==> config.mk <==
export PLATFORM = sky130hd
export DESIGN_NAME = tss_top
export DESIGN_NICKNAME = d
export VERILOG_FILES = /design/src/logic/tss_top.v /design/src/logic/tss_sync.v /design/src/logic/tss_shift.v
export VERILOG_INCLUDE_DIRS = /design/src /design/src/logic
export SDC_FILE = /design/constraint.sdc
export NUM_CORES = 1
export LEC_CHECK = 0
export BUFFER_PORTS_ARGS = -buffer_cell sky130_fd_sc_hd__buf_2
export CELL_PAD_IN_SITES_DETAIL_PLACEMENT = 0
export CELL_PAD_IN_SITES_GLOBAL_PLACEMENT = 1
export CORE_MARGIN = 5
export CORE_UTILIZATION = 35
export CTS_CLUSTER_SIZE = 12
export DETAILED_ROUTE_END_ITERATION = 7
export PLACE_DENSITY_LB_ADDON = 0.1
export SLEW_MARGIN = 20
export SYNTH_ARGS = -nofsm -noshare
export SYNTH_HDL_FRONTEND = slang
export SYNTH_SLANG_ARGS = --single-unit
==> constraint.sdc <==
create_clock -name clk_in -period 3.4 [get_ports clk_in]
set_input_delay 0.34 -clock clk_in [delete_from_list [all_inputs] [get_ports clk_in]]
set_output_delay 0.34 -clock clk_in [all_outputs]
set_load 0.05 [all_outputs]
==> src/logic/tss_defs.vh <==
// Constants for the two-wire slave status sequencer.
// Assumes inclusion by bare name from the design files.
`ifndef TSS_DEFS_VH
`define TSS_DEFS_VH
`define TSS_ADDR_CTRL 2'h0
`define TSS_ADDR_STAT 2'h1
`define TSS_ADDR_OWN 2'h2
`define TSS_ADDR_MSTR 2'h3
`define TSS_CTRL_RST 8'h00
`define TSS_OWN_RST 8'h00
`define TSS_C_STOP_IE 4
`define TSS_C_NINTH 3
`define TSS_C_START_IE 1
`define TSS_C_RELEASE 6
`define TSS_S_MSTR 7
`define TSS_S_ALD 6
`define TSS_S_EXC 5
`define TSS_S_COI 4
`define TSS_S_TRC 3
`define TSS_S_ACKD 2
`define TSS_S_STD 1
`define TSS_S_SPD 0
`define TSS_ST_START 8'h02
`define TSS_ST_STOP 8'h01
`define TSS_EXT_PREFIX 4'hf
`define TSS_BIT8 4'h8
`define TSS_BIT9 4'h9
`endif

==> src/logic/tss_top.v <==
// Slave status and interrupt sequencing of a two-wire bus controller.
// Assumes an outside master drives scl/sda; registers on a plain port.
// Operation
// - Slave start: status 00000010, interrupt only with start enable.
// - Stop: status 00000001, interrupt only with stop enable.
// - Own address match always interrupts after address, pattern 0001x110.
// - Eighth-clock timing: each received byte interrupts as 0001x000.
// - Ninth-clock timing: bytes report 0001x100, last byte 0001xx00.
// - Restart with own address reports 0001x110 again, data as before.
// - Extension code interrupts with 0010x010; eighth-clock bytes 0010x000.
// - Ninth-clock extension adds 0010x110 after code; bytes 0010xx00.
// - Unmatched restart address interrupts once 0000xx10, then only stop.
// - Unaddressed transfer gives only gated start and stop reports.
// - Start issued as master reads 10001010.
// - Lost address arbitration with own match: 0101x110, then slave data.
// - Lost extension-code arbitration: 0110x010, then extension patterns.
// - Lost arbitration, not addressed: 0100x110 once, then only stop.
// - Software release bit makes device leave transfer; only stop follows.
// - Arbitration-lost flag stays readable until the following event.
// - Ninth-clock select picks eighth or ninth clock data interrupts.
// - Status bit 0 is stop-detected; stop irq needs it and enable.
// - Status bit 3 takes the direction bit after the address.
//
// The register addresses and the strobed register port were left to the implementer.
`timescale 1ns/1ns
`default_nettype none
`include "tss_defs.vh"
module tss_top (
    input wire clk_in,
    input wire rst_n_in,
    input wire ce_in,
    input wire scl_in,
    input wire sda_in,
    input wire [1:0] addr_in,
    input wire [7:0] wdata_in,
    input wire wr_in,
    input wire rd_in,
    input wire mstr_start_in,
    input wire arb_lost_in,
    output reg [7:0] rdata_out,
    output reg irq_out,
    output wire sda_oe_n_out,
    output wire sda_drv_out
);
    localparam ST_IDLE = 5'h01;
    localparam ST_ADDR = 5'h02;
    localparam ST_DATA = 5'h04;
    localparam ST_EXT = 5'h08;
    localparam ST_SKIP = 5'h10;

    reg rst_a_q;
    reg rst_b_q;
    wire rst_n;
    wire scl_s;
    wire sda_s;
    reg scl_q;
    reg sda_q;
    reg [7:0] ctrl_q;
    reg [7:0] own_q;
    reg [7:0] stat_q;
    reg [4:0] state_q;
    reg [3:0] bit_cnt_q;
    reg mstr_q;
    reg ald_q;
    reg ald_hold_q;
    reg ack_q;
    reg ack_drive_q;
    reg first_ext_q;
    reg pend_q;
    reg [7:0] pend_val_q;
    wire [7:0] shreg;
    wire scl_rise;
    wire scl_fall;
    wire start_ev;
    wire stop_ev;
    wire ninth;
    wire own_hit;
    wire ext_hit;

    always @(posedge clk_in or negedge rst_n_in) begin
        if (!rst_n_in) begin
            rst_a_q <= 1'b0;
            rst_b_q <= 1'b0;
        end else begin
            rst_a_q <= 1'b1;
            rst_b_q <= rst_a_q;
        end
    end
    assign rst_n = rst_b_q;

    tss_sync u_scl (
        .clk_in(clk_in),
        .rst_n_in(rst_n),
        .ce_in(ce_in),
        .d_in(scl_in),
        .q_out(scl_s)
    );
    tss_sync u_sda (
        .clk_in(clk_in),
        .rst_n_in(rst_n),
        .ce_in(ce_in),
        .d_in(sda_in),
        .q_out(sda_s)
    );

    always @(posedge clk_in or negedge rst_n) begin
        if (!rst_n) begin
            scl_q <= 1'b1;
            sda_q <= 1'b1;
        end else if (ce_in) begin
            scl_q <= scl_s;
            sda_q <= sda_s;
        end
    end

    assign scl_rise = scl_s & ~scl_q;
    assign scl_fall = ~scl_s & scl_q;
    assign start_ev = scl_s & scl_q & sda_q & ~sda_s;
    assign stop_ev = scl_s & scl_q & ~sda_q & sda_s;
    assign ninth = ctrl_q[`TSS_C_NINTH];
    assign own_hit = (shreg[7:1] == own_q[7:1]);
    assign ext_hit = (shreg[7:4] == `TSS_EXT_PREFIX);

    tss_shift u_shift (
        .clk_in(clk_in),
        .rst_n_in(rst_n),
        .ce_in(ce_in),
        .clear_in(start_ev),
        .sample_in(scl_rise & (bit_cnt_q < `TSS_BIT9)),
        .bit_in(sda_s),
        .data_out(shreg)
    );

    // Ack is driven low on the ninth clock once addressed
    assign sda_drv_out = 1'b0;
    assign sda_oe_n_out = ~ack_drive_q;

    always @(posedge clk_in or negedge rst_n) begin
        if (!rst_n) begin
            ctrl_q <= `TSS_CTRL_RST;
            own_q <= `TSS_OWN_RST;
            rdata_out <= 8'h00;
        end else if (ce_in) begin
            if (wr_in && addr_in == `TSS_ADDR_CTRL) begin
                ctrl_q <= wdata_in;
            end else if (wr_in && addr_in == `TSS_ADDR_OWN) begin
                own_q <= wdata_in;
            end else if (state_q == ST_IDLE) begin
                ctrl_q[`TSS_C_RELEASE] <= 1'b0;
            end
            if (rd_in) begin
                case (addr_in)
                    `TSS_ADDR_CTRL: rdata_out <= ctrl_q;
                    `TSS_ADDR_STAT: rdata_out <= stat_q;
                    `TSS_ADDR_OWN: rdata_out <= own_q;
                    default: rdata_out <= {7'h00, mstr_q};
                endcase
            end
        end
    end

    always @(posedge clk_in or negedge rst_n) begin
        if (!rst_n) begin
            state_q <= ST_IDLE;
            bit_cnt_q <= 4'h0;
            stat_q <= 8'h00;
            irq_out <= 1'b0;
            mstr_q <= 1'b0;
            ald_q <= 1'b0;
            ald_hold_q <= 1'b0;
            ack_q <= 1'b0;
            ack_drive_q <= 1'b0;
            first_ext_q <= 1'b0;
            pend_q <= 1'b0;
            pend_val_q <= 8'h00;
        end else if (ce_in) begin
            irq_out <= 1'b0;
            if (mstr_start_in) begin
                mstr_q <= 1'b1;
            end
            if (arb_lost_in && mstr_q) begin
                ald_q <= 1'b1;
                mstr_q <= 1'b0;
            end
            if (scl_rise && bit_cnt_q == `TSS_BIT9) begin
                ack_q <= ~sda_s;
            end
            if (stop_ev) begin
                // Stop always updates status; irq gated by enable
                stat_q <= `TSS_ST_STOP;
                irq_out <= ctrl_q[`TSS_C_STOP_IE];
                state_q <= ST_IDLE;
                mstr_q <= 1'b0;
                ald_q <= 1'b0;
                ald_hold_q <= 1'b0;
                ack_drive_q <= 1'b0;
                pend_q <= 1'b0;
            end else if (start_ev) begin
                bit_cnt_q <= 4'h0;
                ack_drive_q <= 1'b0;
                pend_q <= 1'b0;
                if (state_q == ST_IDLE) begin
                    // Master-issued start sets top bit
                    stat_q <= {mstr_q | mstr_start_in, 7'h00} |
                        `TSS_ST_START | {4'h0, mstr_q | mstr_start_in,
                        3'h0};
                    irq_out <= ctrl_q[`TSS_C_START_IE];
                end else if (pend_q) begin
                    // Restart: pend_q is never set to 1, so this branch makes no report
                    stat_q <= pend_val_q;
                    irq_out <= 1'b1;
                end
                state_q <= ST_ADDR;
            end else if (ctrl_q[`TSS_C_RELEASE] && state_q != ST_IDLE &&
                    state_q != ST_SKIP) begin
                state_q <= ST_SKIP;
                ack_drive_q <= 1'b0;
            end else if (scl_fall) begin
                bit_cnt_q <= (bit_cnt_q == `TSS_BIT9) ? 4'h1 :
                    bit_cnt_q + 4'h1;
                if (ald_hold_q) begin
                    // Flag cleared on the next clock fall after its report
                    ald_q <= 1'b0;
                end
                ack_drive_q <= 1'b0;
                case (state_q)
                    ST_ADDR: begin
                        // Ack driven from the eighth fall through the ninth
                        if (bit_cnt_q == `TSS_BIT8) begin
                            if (own_hit || ext_hit) begin
                                ack_drive_q <= 1'b1;
                            end
                        end
                        if (bit_cnt_q == `TSS_BIT8 && ext_hit) begin
                            // Extension code reported on eighth fall
                            stat_q <= {1'b0, ald_q, 2'h2, shreg[0],
                                3'h2};
                            irq_out <= 1'b1;
                            ald_hold_q <= ald_q;
                            first_ext_q <= ninth;
                            state_q <= ST_EXT;
                        end else if (bit_cnt_q == `TSS_BIT9) begin
                            if (own_hit) begin
                                stat_q <= {1'b0, ald_q, 2'h1, shreg[0],
                                    3'h6};
                                irq_out <= 1'b1;
                                ald_hold_q <= ald_q;
                                state_q <= ST_DATA;
                            end else if (ald_q || stat_q[`TSS_S_COI] ||
                                    stat_q[`TSS_S_EXC]) begin
                                // Reported once, then silent
                                stat_q <= {1'b0, ald_q, 2'h0, shreg[0],
                                    ald_q | ack_q, 2'h2};
                                irq_out <= 1'b1;
                                ald_hold_q <= ald_q;
                                state_q <= ST_SKIP;
                            end else begin
                                state_q <= ST_SKIP;
                            end
                        end
                        if (bit_cnt_q == `TSS_BIT8) begin
                            stat_q[`TSS_S_TRC] <= shreg[0];
                        end
                    end
                    ST_EXT, ST_DATA: begin
                        if (first_ext_q && bit_cnt_q == `TSS_BIT9) begin
                            stat_q <= {4'h2, stat_q[`TSS_S_TRC], 3'h6};
                            irq_out <= 1'b1;
                            first_ext_q <= 1'b0;
                        end else if (!ninth && bit_cnt_q == `TSS_BIT8) begin
                            stat_q <= {2'h0, state_q == ST_EXT,
                                state_q == ST_DATA, stat_q[`TSS_S_TRC],
                                3'h0};
                            irq_out <= 1'b1;
                            ack_drive_q <= 1'b1;
                        end else if (ninth && bit_cnt_q == `TSS_BIT9) begin
                            stat_q <= {2'h0, state_q == ST_EXT,
                                state_q == ST_DATA, stat_q[`TSS_S_TRC],
                                ack_q, 2'h0};
                            irq_out <= 1'b1;
                        end
                        if (ninth && bit_cnt_q == `TSS_BIT8) begin
                            ack_drive_q <= 1'b1;
                        end
                        pend_val_q <= {2'h0, state_q == ST_EXT,
                            state_q == ST_DATA, stat_q[`TSS_S_TRC],
                            ack_q, 2'h0};
                        pend_q <= 1'b0;
                    end
                    ST_SKIP, ST_IDLE: begin
                    end
                    default: state_q <= ST_IDLE;
                endcase
            end
        end
    end
endmodule // tss_top
`default_nettype wire

==> src/logic/tss_sync.v <==
// Two-flop synchroniser for one asynchronous level.
// Assumes clk_in is the block clock; the first flop is read only by the second.
`timescale 1ns/1ns
`default_nettype none
module tss_sync (
    input wire clk_in,
    input wire rst_n_in,
    input wire ce_in,
    input wire d_in,
    output wire q_out
);
    reg meta_q;
    reg sync_q;
    always @(posedge clk_in or negedge rst_n_in) begin
        if (!rst_n_in) begin
            meta_q <= 1'b1;
            sync_q <= 1'b1;
        end else if (ce_in) begin
            meta_q <= d_in;
            sync_q <= meta_q;
        end
    end
    assign q_out = sync_q;
endmodule // tss_sync
`default_nettype wire

==> src/logic/tss_shift.v <==
// Serial shift register catching bits on rising bus clock edges.
// Assumes sample_in is a one-cycle pulse from synchronised lines.
`timescale 1ns/1ns
`default_nettype none
module tss_shift (
    input wire clk_in,
    input wire rst_n_in,
    input wire ce_in,
    input wire clear_in,
    input wire sample_in,
    input wire bit_in,
    output reg [7:0] data_out
);
    always @(posedge clk_in or negedge rst_n_in) begin
        if (!rst_n_in) begin
            data_out <= 8'h00;
        end else if (ce_in) begin
            if (clear_in) begin
                data_out <= 8'h00;
            end else if (sample_in) begin
                data_out <= {data_out[6:0], bit_in};
            end
        end
    end
endmodule // tss_shift
`default_nettype wire

==> summary.md <==
| Metric | Value |
|---|---|
| Total GRT Usage | between 10% and 20% |
| Via total after detailed routing | 2760 |
| Gate Count Post-Synth | between 300 and 400 |
| Part of the power in the clock network | about 30% |
| Fin. Hold Viols | 0 |
| Root Buffer | clkbuf_8 |
| DRC | 0 |
| TritonCTS clock tree | built |
| Worst-path clk slew | approximately 0.080 ns |
| Post-synthesis cell type count | just under 60 |
| Core area | approximately 10000 µm² |
| Synth Cell Area | 3590 µm² |
| NetSw | a little over 900 µW |
| Cell Int Power | approximately 1700 µW |
| Average cell area after synthesis | approximately 10 µm² |
| Register area share after synthesis | a little under half |
| Synth Flop Type | dfrtp_1 |
| DRT Pass-1 Iters | 4 |
| Routability cong. | around 0.84 |
| Worst-Skew Late Latency | 0.35 ns |
| Asr flop ratio synth | 100% |
| Number of DRC markers in iteration 0 | 122 |
| Detailed Route WL | 9300 µm |
| Fin. max-slew vios | 0 |
| Final setup vio count | 0 |
| CP endpoint kind | flop |
| Postcts setup bufs | 0 |
| Commonest non-fill, non-tap cell in the layout | dfrtp_1 |
| Initial antenna violation count | 0 |
| Post-route ant nets | 0 |
| Critical path peak fanout | 8 |
| PwrDens | 639 nW/µm² |
| IO Port Bufs | 28 |
| Number of buffers created by CTS | 9 |
| Post-synth EDFFs | 0 |
| Layout Skew | ~0.009 ns |
| Starting Density | 35.4% |
| RSZ-0062 raised after global routing | no |
| GRT Residual Overflow | 0 |
| Number of global-route vias before repair | ~2800 |
| Status | complete, no violations |
| Most frequent cells in the layout | 59 x dfrtp_1, 33 x mux2_2, 31 x nor2_1 |
| Worst path required time | 3.63 ns |
| Sequential power share | ~45% |
| Crit path DAT | between 2 and 3 ns |
| Post-DP HPWL | between 6000 and 7000 µm |
| Drt wl/cell | 17.7 µm |
| Setup TNS Final | 0 ns |
| Fillers | between 1000 and 1500 |
| Top Metal Used | met4 |
| First-pass GRT wire length | about 15000 µm |
| Seq cells post-synth | between 60 and 70 |
| Tightest Pin Transition | 0.675 ns |
| Pwr Total | about 2600 µW |
| Min Clock Period, post-route | between 2 and 3 ns |
| Number of vias per cell | approximately 5.3 |
| Die X | roughly 110 µm |
| Wl on met1 | ~4400 µm |
| Clock sink total | 67 |
| Largest net degree at the start of global routing | 28 |
| CTS H-tree lvls | 3 |
| F_max | roughly 0.38 GHz |
| Critical path class | flop to flop |
| Final Util | between 40% and 50% |
| Full die area | 12400 µm² |
| Antenna diode count | 0 |
| Mapped Nets | approximately 380 |
| Met3 routed WL | 431 µm |
| Layout cell share with drive strength beyond 1 | between 20% and 30% |
| Std-Cell Rows | 37 |
| Synth-to-Final Area Change | 13.7% |
| Metal2 WL | around 4300 µm |
| Longest Clk Path Bufs | 2 |
| CP Launch Point | state_q[4]$_DFFE_PN0P_ |
| Nets@finish | between 400 and 500 |
| LEAKAGE | ~0.0017 µW |
| Switching share of power | around a third |
| Maximum vdd drop | about 0.00028 V |
| Boundary pin count | 30 |
| Logic pwr share | roughly a quarter |
| Startpoint Class | flop |
| R2R Path Start | state_q[4]$_DFFE_PN0P_ |
| Worst Hold Class | flop to async pin |
| Max-Cap Viols | 0 |
| Worst rel slew slack | 54.9% |
| Synth warn | 0 |
| Die Ht | about 110 µm |
| Final worst-path cycle share | roughly three quarters |
[worst max-delay path: stages (launching register included)]
cell and delay (ns):
dfrtp_1 0.50, nor3_2 0.38, nand2b_4 0.12, a2111oi_0 0.61
o211ai_1 0.22, o22ai_4 0.27, mux2_2 0.38
[cells by family after synthesis]
| family | Yosys count | share of synthesized area [%] |
|---|---|---|
| AND/OR/NAND/NOR | 120 | 17.2 |
| flip-flops | 67 | 47.0 |
| other | 2 | 0.209 |
| XOR/XNOR | 10 | 2.44 |
| multiplexers | 43 | 13.5 |
| AO/OA/AOI/OAI | 82 | 15.5 |
| buffers and inverters | 34 | 4.22 |
[sequential cells by signal, indices dropped and copies added (netlist names)]
signal	flops
ald_hold_q	1
pend_val_q	3
scl_q	1
own_q	8
sda_q	1
rst_a_q	1
ack_drive_q	1
irq_out	1
ack_q	1
u_sda.meta_q	1
stat_q	8
first_ext_q	1
bit_cnt_q	4
rdata_out	8
ctrl_q	8
mstr_q	1
state_q	5
u_shift.data_out	8
ald_q	1
u_scl.meta_q	1
u_sda.q_out	1
u_scl.q_out	1
rst_b_q	1
[metal layers]
metal,global-route usage [%],up-vias
met5,0,-
met4,6.97,0
met1,21.8,1334
met3,3.60,14
met2,23.6,73
li1,-,1339
[power groups by stage]
stage               sequential, µW  combinational, µW  clock [µW]
finish                        1160                676         769
global route                  1190                751         828
CTS                           1160                683         792
detailed placement            1180                679           0
global placement              1170                684           0
floorplan                     1150                508           0
[synthesized netlist by cell type, types with 4 or more instances]
library cell  count  area share (%)
xor2_1            4            0.98
nand3_1          21             2.9
mux2i_1           9             2.5
dfrtp_1          60              42
mux2_2           33              10
dfstp_2           7             5.1
clkbuf_1         10             1.0
inv_1            15             1.6
o21ai_0          21             2.9
a21oi_1          27             3.8
nor2_1           31             3.2
a22o_1            4            0.98
nand2_1          25             2.6
nor3_1           11             1.5
buf_2             4            0.56
xnor2_1           6             1.5
nor2b_1           4            0.70
o31ai_1           4            0.84
nand4_1           4            0.70
[metrics by stage]
| stage | setup slack (ns) | instances | hold slack (ns) | cell area [µm²] |
|---|---|---|---|---|
| global placement | 0.911 | 508 | 0.126 | 3840 |
| floorplan | 1.07 | 358 | 0.0444 | 3590 |
| global route | 0.665 | 525 | 0.216 | 4080 |
| CTS | 0.784 | 525 | 0.204 | 4080 |
| finish | 0.796 | 525 | 0.189 | 4080 |
| detailed placement | 0.808 | 508 | 0.126 | 3840 |
[repair_timing]
action,in CTS,in global routing
resized for setup,0,0
endpoints found under the hold margin,2,0
hold buffers,1,0
endpoints found under the setup margin,0,0
[final timing paths]
check	endpoint	slack, ns	cells after the start
setup / recovery	stat_q[7]$_DFFE_PN0P_	0.80	6
hold / removal	ctrl_q[0]$_DFFE_PN0P_	0.19	0
setup reg to reg	stat_q[7]$_DFFE_PN0P_	0.80	6
hold reg to reg	ctrl_q[0]$_DFFE_PN0P_	0.19	0
max in group asynchronous	u_sda.q_out$_DFFE_PN1P_	2.47	1
min in group clk_in	u_sda.meta_q$_DFFE_PN1P_	0.23	2
[area by class of cell]
class / instances / area, µm² / share of cell area [%]
sequential: 67 / 1690 / 41.4
multi-input combinational: 257 / 1750 / 42.9
clock buffer: 12 / 155 / 3.80
timing repair buffer: 34 / 188 / 4.60
tap: 136 / 170 / 4.17
clock inverter: 4 / 72.6 / 1.78
inverter: 15 / 56.3 / 1.38
No activity file was read; power rests on OpenSTA's default activity.
